File: src/desc_attr_pkg.sv
// Package with register map, field layout and reset values for the descriptor attribute registers.
package desc_attr_pkg;
	// Byte addresses of the attribute registers.
	localparam logic [7:0] STRING_LENGTH_SET_A_ADDR = 8'hA8;
	localparam logic [7:0] STRING_LENGTH_SET_B_ADDR = 8'hAC;
	localparam logic [7:0] EMULATED_CONFIG_FLAGS_ADDR = 8'hB0;
	// Extra control and status word gathering the loose bits.
	localparam logic [7:0] EMULATION_STATUS_ADDR = 8'hB4;
	// Field positions in string_length_set_a.
	localparam int CFG_LSB = 24;
	localparam int SER_LSB = 16;
	localparam int PROD_LSB = 8;
	localparam int MAKER_LSB = 0;
	localparam int LEN_W = 8;
	// Field positions in emulated_config_flags.
	localparam int REMOTE_WAKE_BIT = 17;
	localparam int POWER_METHOD_BIT = 16;
	localparam int GPIO_FLAGS_LSB = 0;
	localparam int GPIO_FLAGS_W = 8;
	// Field positions in the emulation status word.
	localparam int EMU_ENABLE_BIT = 0;
	localparam int EEPROM_SEEN_BIT = 1;
	localparam int EMU_ACTIVE_BIT = 2;
	// Reset values.
	localparam logic [7:0] LEN_RESET = 8'h00;
	localparam logic [7:0] GPIO_FLAGS_RESET = 8'h00;
	localparam logic [31:0] ZERO_WORD = 32'h00000000;
	// Number of address bits decoded on the bus.
	localparam int ADDR_W = 8;
endpackage

File: src/strap_capture.sv
// Strap synchroniser that gives one load pulse each time reset is released, so the straps can be latched then.
`timescale 1ns/10ps
`default_nettype none
module strap_capture #(
	parameter int WIDTH = 2
) (
	input wire logic clk_i,
	input wire logic srst_i,
	input wire logic [WIDTH-1:0] strap_i,
	output logic [WIDTH-1:0] sync_o,
	output logic load_o
);
	// Two-stage synchroniser; the first stage feeds only the second.
	logic [WIDTH-1:0] meta_r;
	logic [WIDTH-1:0] meta_nxt;
	logic [WIDTH-1:0] sync_r;
	logic [WIDTH-1:0] sync_nxt;
	// Counts the edges after release so the straps are taken once synchronised values settle.
	logic [1:0] settle_r;
	logic [1:0] settle_nxt;
	logic load_r;
	logic load_nxt;

	// Elaboration check: a capture with no strap makes no sense.
	if (WIDTH < 1) begin : g_width_check
		$error("strap_capture needs at least one strap.");
	end

	// Next values: the synchroniser runs always, the settle counter restarts with reset.
	always_comb begin
		meta_nxt = strap_i;
		sync_nxt = meta_r;
		settle_nxt = settle_r;
		load_nxt = 1'b0;
		if (srst_i) begin
			settle_nxt = 2'b00;
		end else if (settle_r != 2'b11) begin
			settle_nxt = settle_r + 2'b01;
			// Load on the third edge after release, when sync_r holds a fresh sample.
			load_nxt = (settle_r == 2'b01);
		end
	end

	// Registers only; the synchroniser is not reset so it tracks the pins at all times.
	always_ff @(posedge clk_i) begin
		meta_r <= meta_nxt;
		sync_r <= sync_nxt;
		settle_r <= settle_nxt;
		load_r <= load_nxt;
	end

	assign sync_o = sync_r;
	assign load_o = load_r;
endmodule
`default_nettype wire

File: src/descriptor_ram_attribute_regs.sv
// APB slave holding the string descriptor lengths and emulated configuration flags.
//
// Overview of operation
// - Contents act only without EEPROM and with emulation enabled.
// - Protected resets leave programmed contents unchanged.
// - Set A holds four byte lengths.
// - Set B holds interface length, rest reserved.
// - Flags: remote wake, power method, GPIO flags.
// - Remote wake and power method bits reset from sampled strap levels; GPIO flags reset to zero.
//
// Implementation choice: register access over APB.
`timescale 1ns/10ps
`default_nettype none
module descriptor_ram_attribute_regs (
	input wire logic REF_CLK_I,
	input wire logic SRST_I,
	// Reset that the reset-protection mechanism shields; it leaves the registers alone.
	input wire logic PROTECTED_RST_I,
	// APB slave port.
	input wire logic PSEL_I,
	input wire logic PENABLE_I,
	input wire logic PWRITE_I,
	input wire logic [31:0] PADDR_I,
	input wire logic [31:0] PWDATA_I,
	input wire logic [3:0] PSTRB_I,
	output logic [31:0] PRDATA_O,
	output logic PREADY_O,
	output logic PSLVERR_O,
	// Pins and status from the rest of the device.
	input wire logic REMOTE_WAKE_STRAP_I,
	input wire logic POWER_METHOD_STRAP_I,
	input wire logic EEPROM_PRESENT_I,
	// Values toward the descriptor engine.
	output logic EMULATION_ACTIVE_O,
	output logic [7:0] CONFIGURATION_STRING_LENGTH_O,
	output logic [7:0] SERIAL_STRING_LENGTH_O,
	output logic [7:0] PRODUCT_STRING_LENGTH_O,
	output logic [7:0] MAKER_STRING_LENGTH_O,
	output logic [7:0] INTERFACE_STRING_LENGTH_O,
	output logic REMOTE_WAKE_SUPPORT_O,
	output logic POWER_SOURCE_METHOD_O,
	output logic [7:0] GPIO_WAKE_EVENT_FLAGS_O
);
	// Stored fields. None of them looks at the protected reset, so a reset that the protection
	// shields passes them by; the plain synchronous reset clears them, except the two strap bits, which reload from the straps.
	// The four lengths of set A share one word because software always sets them together.
	logic [31:0] set_a_r;
	logic [31:0] set_a_nxt;
	logic [7:0] interface_len_r;
	logic [7:0] interface_len_nxt;
	logic remote_wake_r;
	logic remote_wake_nxt;
	logic power_method_r;
	logic power_method_nxt;
	logic [7:0] gpio_flags_r;
	logic [7:0] gpio_flags_nxt;
	logic descriptor_emulation_enable_r;
	logic descriptor_emulation_enable_nxt;
	// Bus answer registers. They hold the answer of the last access one cycle late; the bus
	// itself is served from the combinational image, and these copies are kept so that a wait
	// state can be added later without touching the decode.
	logic [31:0] rdata_r;
	logic [31:0] rdata_nxt;
	logic slverr_r;
	logic slverr_nxt;
	// EEPROM presence comes from outside this clock domain and passes two flops.
	// The first flop may go metastable, so only the second one is read by any logic.
	// Emulation therefore reacts two to three cycles after the pin changes.
	logic eeprom_meta_r;
	logic eeprom_sync_r;
	logic active_r;
	logic active_nxt;
	// Strap capture outputs.
	logic [1:0] strap_sync;
	logic strap_load;

	// Access phase of an APB transfer; the slave answers with no wait states.
	// A write takes effect at the rising edge that ends the access phase, and read data is
	// presented during that same phase, so the master sees it where it samples ready.
	logic access;
	logic wr_en;
	logic rd_en;
	assign access = PSEL_I && PENABLE_I;
	assign wr_en = access && PWRITE_I;
	assign rd_en = access && !PWRITE_I;

	// True when the address hits a mapped word; the upper address bits must be zero too.
	// Checking the upper bits keeps aliases of the registers out of the map, so a stray
	// pointer above the decoded range answers with an error instead of corrupting a length.
	function automatic logic hit(input logic [31:0] a,
			input logic [desc_attr_pkg::ADDR_W-1:0] off);
		logic upper_clear;
		logic lower_match;
		upper_clear = (a[31:desc_attr_pkg::ADDR_W] == '0);
		lower_match = (a[desc_attr_pkg::ADDR_W-1:0] == off);
		return upper_clear && lower_match;
	endfunction

	// One length byte of set A, picked out at the given field position.
	function automatic logic [desc_attr_pkg::LEN_W-1:0] len_field(input logic [31:0] w,
			input int lsb);
		return w[lsb +: desc_attr_pkg::LEN_W];
	endfunction

	// Merge write data into a word under the byte strobes.
	function automatic logic [31:0] merge(input logic [31:0] old, input logic [31:0] wd,
			input logic [3:0] strb);
		logic [31:0] res;
		res = old;
		for (int i = 0; i < 4; i++) begin
			if (strb[i]) begin
				res[i*8 +: 8] = wd[i*8 +: 8];
			end
		end
		return res;
	endfunction

	logic hit_a;
	logic hit_b;
	logic hit_f;
	logic hit_s;
	logic mapped;
	assign hit_a = hit(PADDR_I, desc_attr_pkg::STRING_LENGTH_SET_A_ADDR);
	assign hit_b = hit(PADDR_I, desc_attr_pkg::STRING_LENGTH_SET_B_ADDR);
	assign hit_f = hit(PADDR_I, desc_attr_pkg::EMULATED_CONFIG_FLAGS_ADDR);
	assign hit_s = hit(PADDR_I, desc_attr_pkg::EMULATION_STATUS_ADDR);
	assign mapped = hit_a || hit_b || hit_f || hit_s;

	// Straps are synchronised and taken once after each release of SRST_I.
	// A strap that moves later than that is not followed; the pins are meant to be fixed
	// by board wiring, and following them would overwrite what software has written.
	strap_capture #(
		.WIDTH(2)
	) u_strap (
		.clk_i(REF_CLK_I),
		.srst_i(SRST_I),
		.strap_i({REMOTE_WAKE_STRAP_I, POWER_METHOD_STRAP_I}),
		.sync_o(strap_sync),
		.load_o(strap_load)
	);

	// Images of the registers as read back; reserved bits are zero.
	// The same images feed the read path and the byte merge of writes, so reserved bits can
	// never pick up write data: the merge result is sliced back to the defined fields only.
	logic [31:0] word_b;
	logic [31:0] word_f;
	logic [31:0] word_s;
	always_comb begin
		word_b = desc_attr_pkg::ZERO_WORD;
		word_b[desc_attr_pkg::LEN_W-1:0] = interface_len_r;
		word_f = desc_attr_pkg::ZERO_WORD;
		word_f[desc_attr_pkg::REMOTE_WAKE_BIT] = remote_wake_r;
		word_f[desc_attr_pkg::POWER_METHOD_BIT] = power_method_r;
		word_f[desc_attr_pkg::GPIO_FLAGS_LSB +: desc_attr_pkg::GPIO_FLAGS_W] = gpio_flags_r;
		word_s = desc_attr_pkg::ZERO_WORD;
		word_s[desc_attr_pkg::EMU_ENABLE_BIT] = descriptor_emulation_enable_r;
		word_s[desc_attr_pkg::EEPROM_SEEN_BIT] = eeprom_sync_r;
		word_s[desc_attr_pkg::EMU_ACTIVE_BIT] = active_r;
	end

	// Next values of the stored fields and the bus answer.
	// The strap load and a software write to the flag word may fall in one cycle; the write
	// is applied after the load and so wins, since software's value is the newer one.
	// Unmapped accesses change nothing; only the error answer marks them.
	always_comb begin
		logic [31:0] mb;
		logic [31:0] mf;
		logic [31:0] ms;
		mb = merge(word_b, PWDATA_I, PSTRB_I);
		mf = merge(word_f, PWDATA_I, PSTRB_I);
		ms = merge(word_s, PWDATA_I, PSTRB_I);
		set_a_nxt = set_a_r;
		interface_len_nxt = interface_len_r;
		remote_wake_nxt = remote_wake_r;
		power_method_nxt = power_method_r;
		gpio_flags_nxt = gpio_flags_r;
		descriptor_emulation_enable_nxt = descriptor_emulation_enable_r;
		rdata_nxt = desc_attr_pkg::ZERO_WORD;
		slverr_nxt = 1'b0;
		// The protected reset is deliberately not looked at here, so contents survive it.
		if (SRST_I) begin
			set_a_nxt = {4{desc_attr_pkg::LEN_RESET}};
			interface_len_nxt = desc_attr_pkg::LEN_RESET;
			gpio_flags_nxt = desc_attr_pkg::GPIO_FLAGS_RESET;
			descriptor_emulation_enable_nxt = 1'b0;
		end else begin
			// Strap levels become the reset values once they are synchronised.
			if (strap_load) begin
				remote_wake_nxt = strap_sync[1];
				power_method_nxt = strap_sync[0];
			end
			if (wr_en) begin
				// Byte-wise write; only defined bits are kept.
				if (hit_a) begin
					set_a_nxt = merge(set_a_r, PWDATA_I, PSTRB_I);
				end
				if (hit_b) begin
					interface_len_nxt = mb[desc_attr_pkg::LEN_W-1:0];
				end
				if (hit_f) begin
					// A write in the strap load cycle wins: software's value is newer.
					remote_wake_nxt = mf[desc_attr_pkg::REMOTE_WAKE_BIT];
					power_method_nxt = mf[desc_attr_pkg::POWER_METHOD_BIT];
					gpio_flags_nxt =
						mf[desc_attr_pkg::GPIO_FLAGS_LSB +: desc_attr_pkg::GPIO_FLAGS_W];
				end
				if (hit_s) begin
					// Only the enable bit is writable; status bits ignore writes.
					descriptor_emulation_enable_nxt = ms[desc_attr_pkg::EMU_ENABLE_BIT];
				end
			end
			// Unmapped addresses answer with an error and zero data.
			if (access && !mapped) begin
				slverr_nxt = 1'b1;
			end
			if (rd_en) begin
				unique case (1'b1)
					hit_a: rdata_nxt = set_a_r;
					hit_b: rdata_nxt = word_b;
					hit_f: rdata_nxt = word_f;
					hit_s: rdata_nxt = word_s;
					default: rdata_nxt = desc_attr_pkg::ZERO_WORD;
				endcase
			end
		end
		// Emulation is in force only with no EEPROM and the enable set.
		// An EEPROM that appears while emulation runs wins once it passes the two synchroniser flops, because its contents take
		// precedence over anything that software has staged here.
		active_nxt = descriptor_emulation_enable_r && !eeprom_sync_r;
		// Reset drops emulation until software enables it again.
		if (SRST_I) begin
			active_nxt = 1'b0;
		end
	end

	// Registers. The attribute fields take no action on PROTECTED_RST_I, which is how they
	// keep their programmed contents across protected resets.
	// The synchroniser flops carry no reset either: they only ever hold a copy of the pin.
	// Every flop here runs on every edge; reset is folded into the next-value logic above.
	always_ff @(posedge REF_CLK_I) begin
		set_a_r <= set_a_nxt;
		interface_len_r <= interface_len_nxt;
		remote_wake_r <= remote_wake_nxt;
		power_method_r <= power_method_nxt;
		gpio_flags_r <= gpio_flags_nxt;
		descriptor_emulation_enable_r <= descriptor_emulation_enable_nxt;
		eeprom_meta_r <= EEPROM_PRESENT_I;
		eeprom_sync_r <= eeprom_meta_r;
		active_r <= active_nxt;
	end

	// Read data and error are registered at the access edge into rdata_r and slverr_r; PRDATA_O does not use them.
	always_ff @(posedge REF_CLK_I) begin
		rdata_r <= rdata_nxt;
		slverr_r <= slverr_nxt;
	end

	// The slave answers at once; data is presented combinationally from the current image.
	always_comb begin
		PREADY_O = 1'b1;
		PSLVERR_O = access && !mapped;
		PRDATA_O = desc_attr_pkg::ZERO_WORD;
		if (rd_en) begin
			unique case (1'b1)
				hit_a: PRDATA_O = set_a_r;
				hit_b: PRDATA_O = word_b;
				hit_f: PRDATA_O = word_f;
				hit_s: PRDATA_O = word_s;
				default: PRDATA_O = desc_attr_pkg::ZERO_WORD;
			endcase
		end
	end

	// Outputs toward the descriptor engine are forced to zero when emulation is not active.
	// Gating here, rather than in the engine, means that values staged by software while an
	// EEPROM is fitted can never reach descriptor processing by accident.
	always_comb begin
		EMULATION_ACTIVE_O = active_r;
		// Inactive: the engine sees zero lengths and cleared flags.
		CONFIGURATION_STRING_LENGTH_O = '0;
		SERIAL_STRING_LENGTH_O = '0;
		PRODUCT_STRING_LENGTH_O = '0;
		MAKER_STRING_LENGTH_O = '0;
		INTERFACE_STRING_LENGTH_O = '0;
		REMOTE_WAKE_SUPPORT_O = 1'b0;
		POWER_SOURCE_METHOD_O = 1'b0;
		GPIO_WAKE_EVENT_FLAGS_O = '0;
		// Active: the stored fields pass through unchanged.
		if (active_r) begin
			CONFIGURATION_STRING_LENGTH_O = len_field(set_a_r, desc_attr_pkg::CFG_LSB);
			SERIAL_STRING_LENGTH_O = len_field(set_a_r, desc_attr_pkg::SER_LSB);
			PRODUCT_STRING_LENGTH_O = len_field(set_a_r, desc_attr_pkg::PROD_LSB);
			MAKER_STRING_LENGTH_O = len_field(set_a_r, desc_attr_pkg::MAKER_LSB);
			INTERFACE_STRING_LENGTH_O = interface_len_r;
			REMOTE_WAKE_SUPPORT_O = remote_wake_r;
			POWER_SOURCE_METHOD_O = power_method_r;
			GPIO_WAKE_EVENT_FLAGS_O = gpio_flags_r;
		end
	end

	// The registered answer copies are kept only for future wait-state use.
	logic unused_answer;
	assign unused_answer = ^{rdata_r, slverr_r, PROTECTED_RST_I};
endmodule
`default_nettype wire

File: config.mk
export PLATFORM = sky130hd
export DESIGN_NAME = descriptor_ram_attribute_regs
export DESIGN_NICKNAME = d
export VERILOG_FILES = /design/src/desc_attr_pkg.sv /design/src/strap_capture.sv /design/src/descriptor_ram_attribute_regs.sv
export SDC_FILE = /design/constraint.sdc
export NUM_CORES = 1
export LEC_CHECK = 0
export BUFFER_PORTS_ARGS = -buffer_cell sky130_fd_sc_hd__buf_2
export CAP_MARGIN = 30
export CELL_PAD_IN_SITES_DETAIL_PLACEMENT = 2
export CELL_PAD_IN_SITES_GLOBAL_PLACEMENT = 2
export CORE_AREA = 2 2 115 117
export CTS_CLUSTER_DIAMETER = 50
export DETAILED_ROUTE_END_ITERATION = 12
export DIE_AREA = 0 0 117 119
export PLACE_DENSITY_LB_ADDON = 0.12
export SLEW_MARGIN = 0
export SYNTH_ARGS = -nofsm -noshare
export SYNTH_HDL_FRONTEND = slang
export SYNTH_SLANG_ARGS = --single-unit
File: constraint.sdc
create_clock -name REF_CLK_I -period 3.96 [get_ports REF_CLK_I]
set_clock_uncertainty 0.2 [all_clocks]
set_input_delay 0.198 -clock REF_CLK_I [delete_from_list [all_inputs] [get_ports REF_CLK_I]]
set_output_delay 0.198 -clock REF_CLK_I [all_outputs]
set_load 0.1 [all_outputs]
After elaboration in Yosys (flattened, before gate mapping)
Index checks and enable logic that the tools add are counted.
Cells by class
  muxes and demuxes: 17
  reductions and logical operators: 25
  bitwise logic cells: 2
  add/subtract/negate cells: 1
  eq/ne operators: 7
Operators by type and width (number)
  32-bit one-hot mux with 4 select lines: 1
  8-bit 2-to-1 mux: 6
  8-bit == test, second input constant: 4
  32-bit 2-to-1 mux: 1
  24-bit logical NOT: 1
  3-bit AND reduction: 7
  1-bit logical AND: 9
  1-bit 2-to-1 mux: 8
  1-bit logical NOT: 3
  1-bit logical OR: 3
  3-bit inequality test, second input constant: 1
  2-bit by 1-bit adder with 2-bit output, second input constant: 1
  2-bit by 1-bit == test with 1-bit output, second input constant: 1
  2-bit 2-to-1 mux: 1
  2-bit inequality test, second input constant: 1
  1-bit NOT: 2
  2-bit AND reduction: 1
  2-bit OR reduction: 1
Word-level totals
  output and inout port bits: 85
  word-level logic and storage cells: 68
  register bits after elaboration: 61

Depth between registers and ports, before layout
  word-level depth: 7
  depth in mapped cells: 6
  depth with buffers taken out: 5

By module
Synthesis repeated with hierarchy kept, for this count alone.
Unflattened totals
  cell total of the unflattened synthesis: 341
  area total of the unflattened synthesis: 3261.9 µm²
Modules (own cells, without submodules)
  descriptor_ram_attribute_regs: cells each 326, area each 3059.2 µm², instances 1
  strap_capture: cells each 15, area each 202.7 µm², instances 1

Least setup slack after synthesis
No wires, ideal clock.
  path kind: input to output
  from: input port PADDR_I[20]
  to: output port PRDATA_O[16]
  data required time: 3.562 ns
  path buffers: 0
  stages: 4
  setup slack: 0.040 ns
  arrival: 3.522 ns
  cells stage by stage: nor4_2 nand3_2 nor4_4 nor3b_1
On the way
  cells in the longest elaborated chain, start to end: 4
RTL lines
  start, declared: RTL line descriptor_ram_attribute_regs.sv:23  | input wire logic [31:0] PADDR_I,
  24-bit logical NOT *: RTL line descriptor_ram_attribute_regs.sv:94  | upper_clear = (a[31:desc_attr_pkg::ADDR_W] == '0);
  1-bit logical AND: RTL line descriptor_ram_attribute_regs.sv:96  | return upper_clear && lower_match;
  32-bit one-hot mux with 4 select lines *: RTL line descriptor_ram_attribute_regs.sv:264  | unique case (1'b1)
  32-bit 2-to-1 mux *
  end, declared: RTL line descriptor_ram_attribute_regs.sv:26  | output logic [31:0] PRDATA_O,
Every way passes the cells marked *; elsewhere a longest branch is shown, timed or not.

Worst setup path in the final report
  from: input port PADDR_I[23]
  to: output port PRDATA_O[17]
Same word-level chain as after synthesis.

==> impl_metrics.env <==
export IMPL_rsz0062_at_grt="no"
export IMPL_relSlewSlack_pct=35.8
export IMPL_tightest_slew_ns=0.963
export IMPL_finalCritPeriodShare_pct=74.2
export IMPL_setup_ws_ns=1.02
export IMPL_syn2layout_area_growth_pct=52.8
export IMPL_cp_top_family="simple AND/OR/NAND/NOR gates"
export IMPL_fmax_mhz=341
export IMPL_die_x_um=117
export IMPL_io_pins=162
export IMPL_worstSetupStartpointType="input port"
export IMPL_p_per_area_mw_per_mm2=289
export IMPL_slew_viol_final=0
export IMPL_clock_sinks=61
export IMPL_cp_max_fo=26
export IMPL_netlist_area_leader_share_pct=32.6
export IMPL_crit_type="in -> out"
export IMPL_yosys_warnings=0
export IMPL_leakage_nw=2.40
export IMPL_antenna_found_initial=1
export IMPL_status="finished with violations"
export IMPL_initial_utilization_pct=28.2
export IMPL_grt_pass1_wl_um=22700
export IMPL_drt_pass1_iter_count=5
export IMPL_cts_root_buf="clkbuf_16"
export IMPL_cts_buffer_depth=2
export IMPL_worst_path_buf_inv=3
export IMPL_max_cap_violations=0
export IMPL_syn_avg_cell_area_um2=8.96
export IMPL_worstRegToRegCells=2
export IMPL_yosysSeqAreaShare_pct=34.2
export IMPL_r2r_start="power_method_r$_DFFE_PP_"
export IMPL_grt_pass1_vias=4248
export IMPL_syn_num_nets=484
export IMPL_fp_dieH_um=119
export IMPL_r2r_slack_ns=2.54
export IMPL_num_rows=42
export IMPL_wl_per_cell_um=19.5
export IMPL_arrival_ns=2.54
export IMPL_place_ws_ns=1.03
export IMPL_met1_length_um=6330
export IMPL_synth_area_leader_cell="dfxtp_1"
export IMPL_min_path_cells=3
export IMPL_critPathSlowestCell="nor4_4"
export IMPL_clk_pin_slew_ns=0.06
export IMPL_synth_area_mm2=0.00363
export IMPL_numCtsBuffers=9
export IMPL_crit_path_max_incr_delay_ns=0.61
export IMPL_power_mw=1.60
export IMPL_core_mm2=0.0129
export IMPL_drtIter0Drc=197
export IMPL_fin_tns_setup_ns=0
export IMPL_route_vias_total=3822
export IMPL_clk_latency_ns=0.33
export IMPL_violations="hold timing"
export IMPL_drc=0
export IMPL_final_cells=757
export IMPL_hpwl_um=10100
export IMPL_fin_crit_ns=2.94
export IMPL_hold_violations=3
export IMPL_ys_ff_latch=61
export IMPL_drt_wl_total_um=14800
export IMPL_cp_end_kind="output pin"
export IMPL_hold_path_class="in -> reg"
export IMPL_ir_drop_mv=0.187
export IMPL_ant_nets=0
export IMPL_ys_types=43
export IMPL_cts_tree="done"
export IMPL_gp_congestion=0.684
export IMPL_cts_resized=0
export IMPL_worstPathRequired_ns=3.56
export IMPL_syn_inst=405
export IMPL_dr_max_layer_used="met5"
export IMPL_port_buffers=159
export IMPL_r2r_end="power_method_r$_DFFE_PP_"
export IMPL_grt_max_degree=46
export IMPL_vias_per_cell=5.05
export IMPL_die_area_mm2=0.0139
export IMPL_setup_violations_final=0
export IMPL_grt_ovfl_total=0
export IMPL_dpl_cell_count=711
export IMPL_wl_met2_um=7530
export IMPL_drive_gt1_share_pct=34.8
export IMPL_min_to="gpio_flags_r[5]$_SDFFE_PP0P_"
export IMPL_h_tree_depth=3
export IMPL_nNetsFinal=655
export IMPL_dr_wl_met3_um=701
export IMPL_antenna_diode_count=0
export IMPL_whs_ns=-0.00673
export IMPL_min_from="PWDATA_I[5]"
export IMPL_crit_path_cell_trace="buf_2 -> nor4_2 -> nand3_2 -> buf_4 -> nor4_4 -> nor3b_1 -> buf_12"
export IMPL_synth_area_top_cells="dfxtp_1 33%, and2_1 13%, mux2i_1 9.9%"
export IMPL_track_usage_pct=21.2
==> Yosys cell counts (all sizes together) <==
master,count
nor3b,5
nand3b,1
nor2b,5
nand3,7
conb,1
and2,74
nand2b,34
a21oi,25
nor4b,2
and4b,1
o21a,8
and3,2
xor2,1
nor3,1
mux2,4
nor2,5
or3b,1
nor4,24
o31ai,24
and4,4
a22oi,2
or3,1
edfxtp,2
clkbuf,31
o311a,1
o21ai,1
mux2i,36
inv,1
nand4,31
ha,2
dfxtp,59
o21ba,1
nand2,2
buf,6
==> power breakdown <==
group          switching [mW]  internal (mW)
clock                   0.293          0.519
combinational          0.0751         0.0783
sequential            0.00808          0.630
==> cell families (layout without fill, tap and decap cells) <==
| logic type | count (synthesis) | in the layout | share of synthesized area (%) |
|---|---|---|---|
| compound gates | 62 | 62 | 11.2 |
| other cells | 1 | 1 | 0.103 |
| mux | 40 | 40 | 11.2 |
| fa+ha+maj | 2 | 2 | 0.690 |
| buf+inv | 38 | 214 | 4.10 |
| simple gates | 200 | 200 | 38.3 |
| xor+xnor | 1 | 1 | 0.241 |
| flops | 61 | 61 | 34.2 |
==> layout make-up <==
type | instances | area (um2)
Sequential cell | 61 | 1240
Clock inverter | 4 | 47.5
Clock buffer | 12 | 256
Inverter | 1 | 3.75
Tap cell | 176 | 220
Multi-Input combinational cell | 306 | 2250
Fill cell | 1428 | 7330
Timing Repair Buffer | 197 | 1530
==> through the flow <==
step | hold WS, ns | cell area (um2) | utilization [%]
floorplan | 0.0257 | 3630 | -
global placement | 0.102 | 4920 | 38.2
detailed placement | 0.103 | 4940 | 38.4
CTS | 0.000442 | 5550 | 43.1
global route | 0.0185 | 5550 | 43.1
finish | -0.00673 | 5550 | 43.1
==> metal layers <==
layer	track usage, %	vias to the layer above
met3	3.82	16
li1	-	1813
met4	5.29	2
met2	37.4	108
met1	26.3	1883
met5	0	-
==> repair_timing <==
| item | 4_1_cts | 5_1_grt |
|---|---|---|
| hold endpoints to repair | 31 | 0 |
| hold buffers | 30 | 0 |
| setup buffers | 0 | 0 |
==> placed cells by master, fill, tap and decap left out, drive strengths merged, types with 8 or more instances in the layout <==
| master | n |
|---|---|
| dfxtp | 59 |
| nand4 | 31 |
| nor4 | 24 |
| nand2b | 34 |
| clkbuf | 12 |
| mux2i | 36 |
| a21oi | 25 |
| buf | 167 |
| dlygate4sd3 | 30 |
| o21a | 8 |
| and2 | 74 |
| o31ai | 24 |
==> worst max-delay path by stage <==
stage | slack [ns] | from | end | depth (start not counted)
after floorplan | 0.04 | PADDR_I[20] | PRDATA_O[16] | 4
after global routing | 0.83 | PADDR_I[23] | PRDATA_O[17] | 7
final | 1.02 | PADDR_I[23] | PRDATA_O[17] | 7
after detailed placement | 1.03 | PADDR_I[23] | PRDATA_O[17] | 7
after CTS | 1.01 | PADDR_I[23] | PRDATA_O[17] | 7
after global placement | 1.05 | PADDR_I[20] | PRDATA_O[17] | 7
==> state kept, by name, indices dropped and copies added (netlist names) <==
name / flops
set_a_r: 32
gpio_flags_r: 8
interface_len_r: 8
u_strap.meta_r: 2
u_strap.settle_r: 2
u_strap.sync_o: 2
EMULATION_ACTIVE_O: 1
descriptor_emulation_enable_r: 1
eeprom_meta_r: 1
eeprom_sync_r: 1
power_method_r: 1
remote_wake_r: 1
u_strap.load_o: 1
==> worst min-delay path, stage by stage <==
cell      delay (ns)
buf_2           0.08
nand2b_1        0.08
mux2i_1         0.12
No activity file was read; power rests on OpenSTA's default activity.
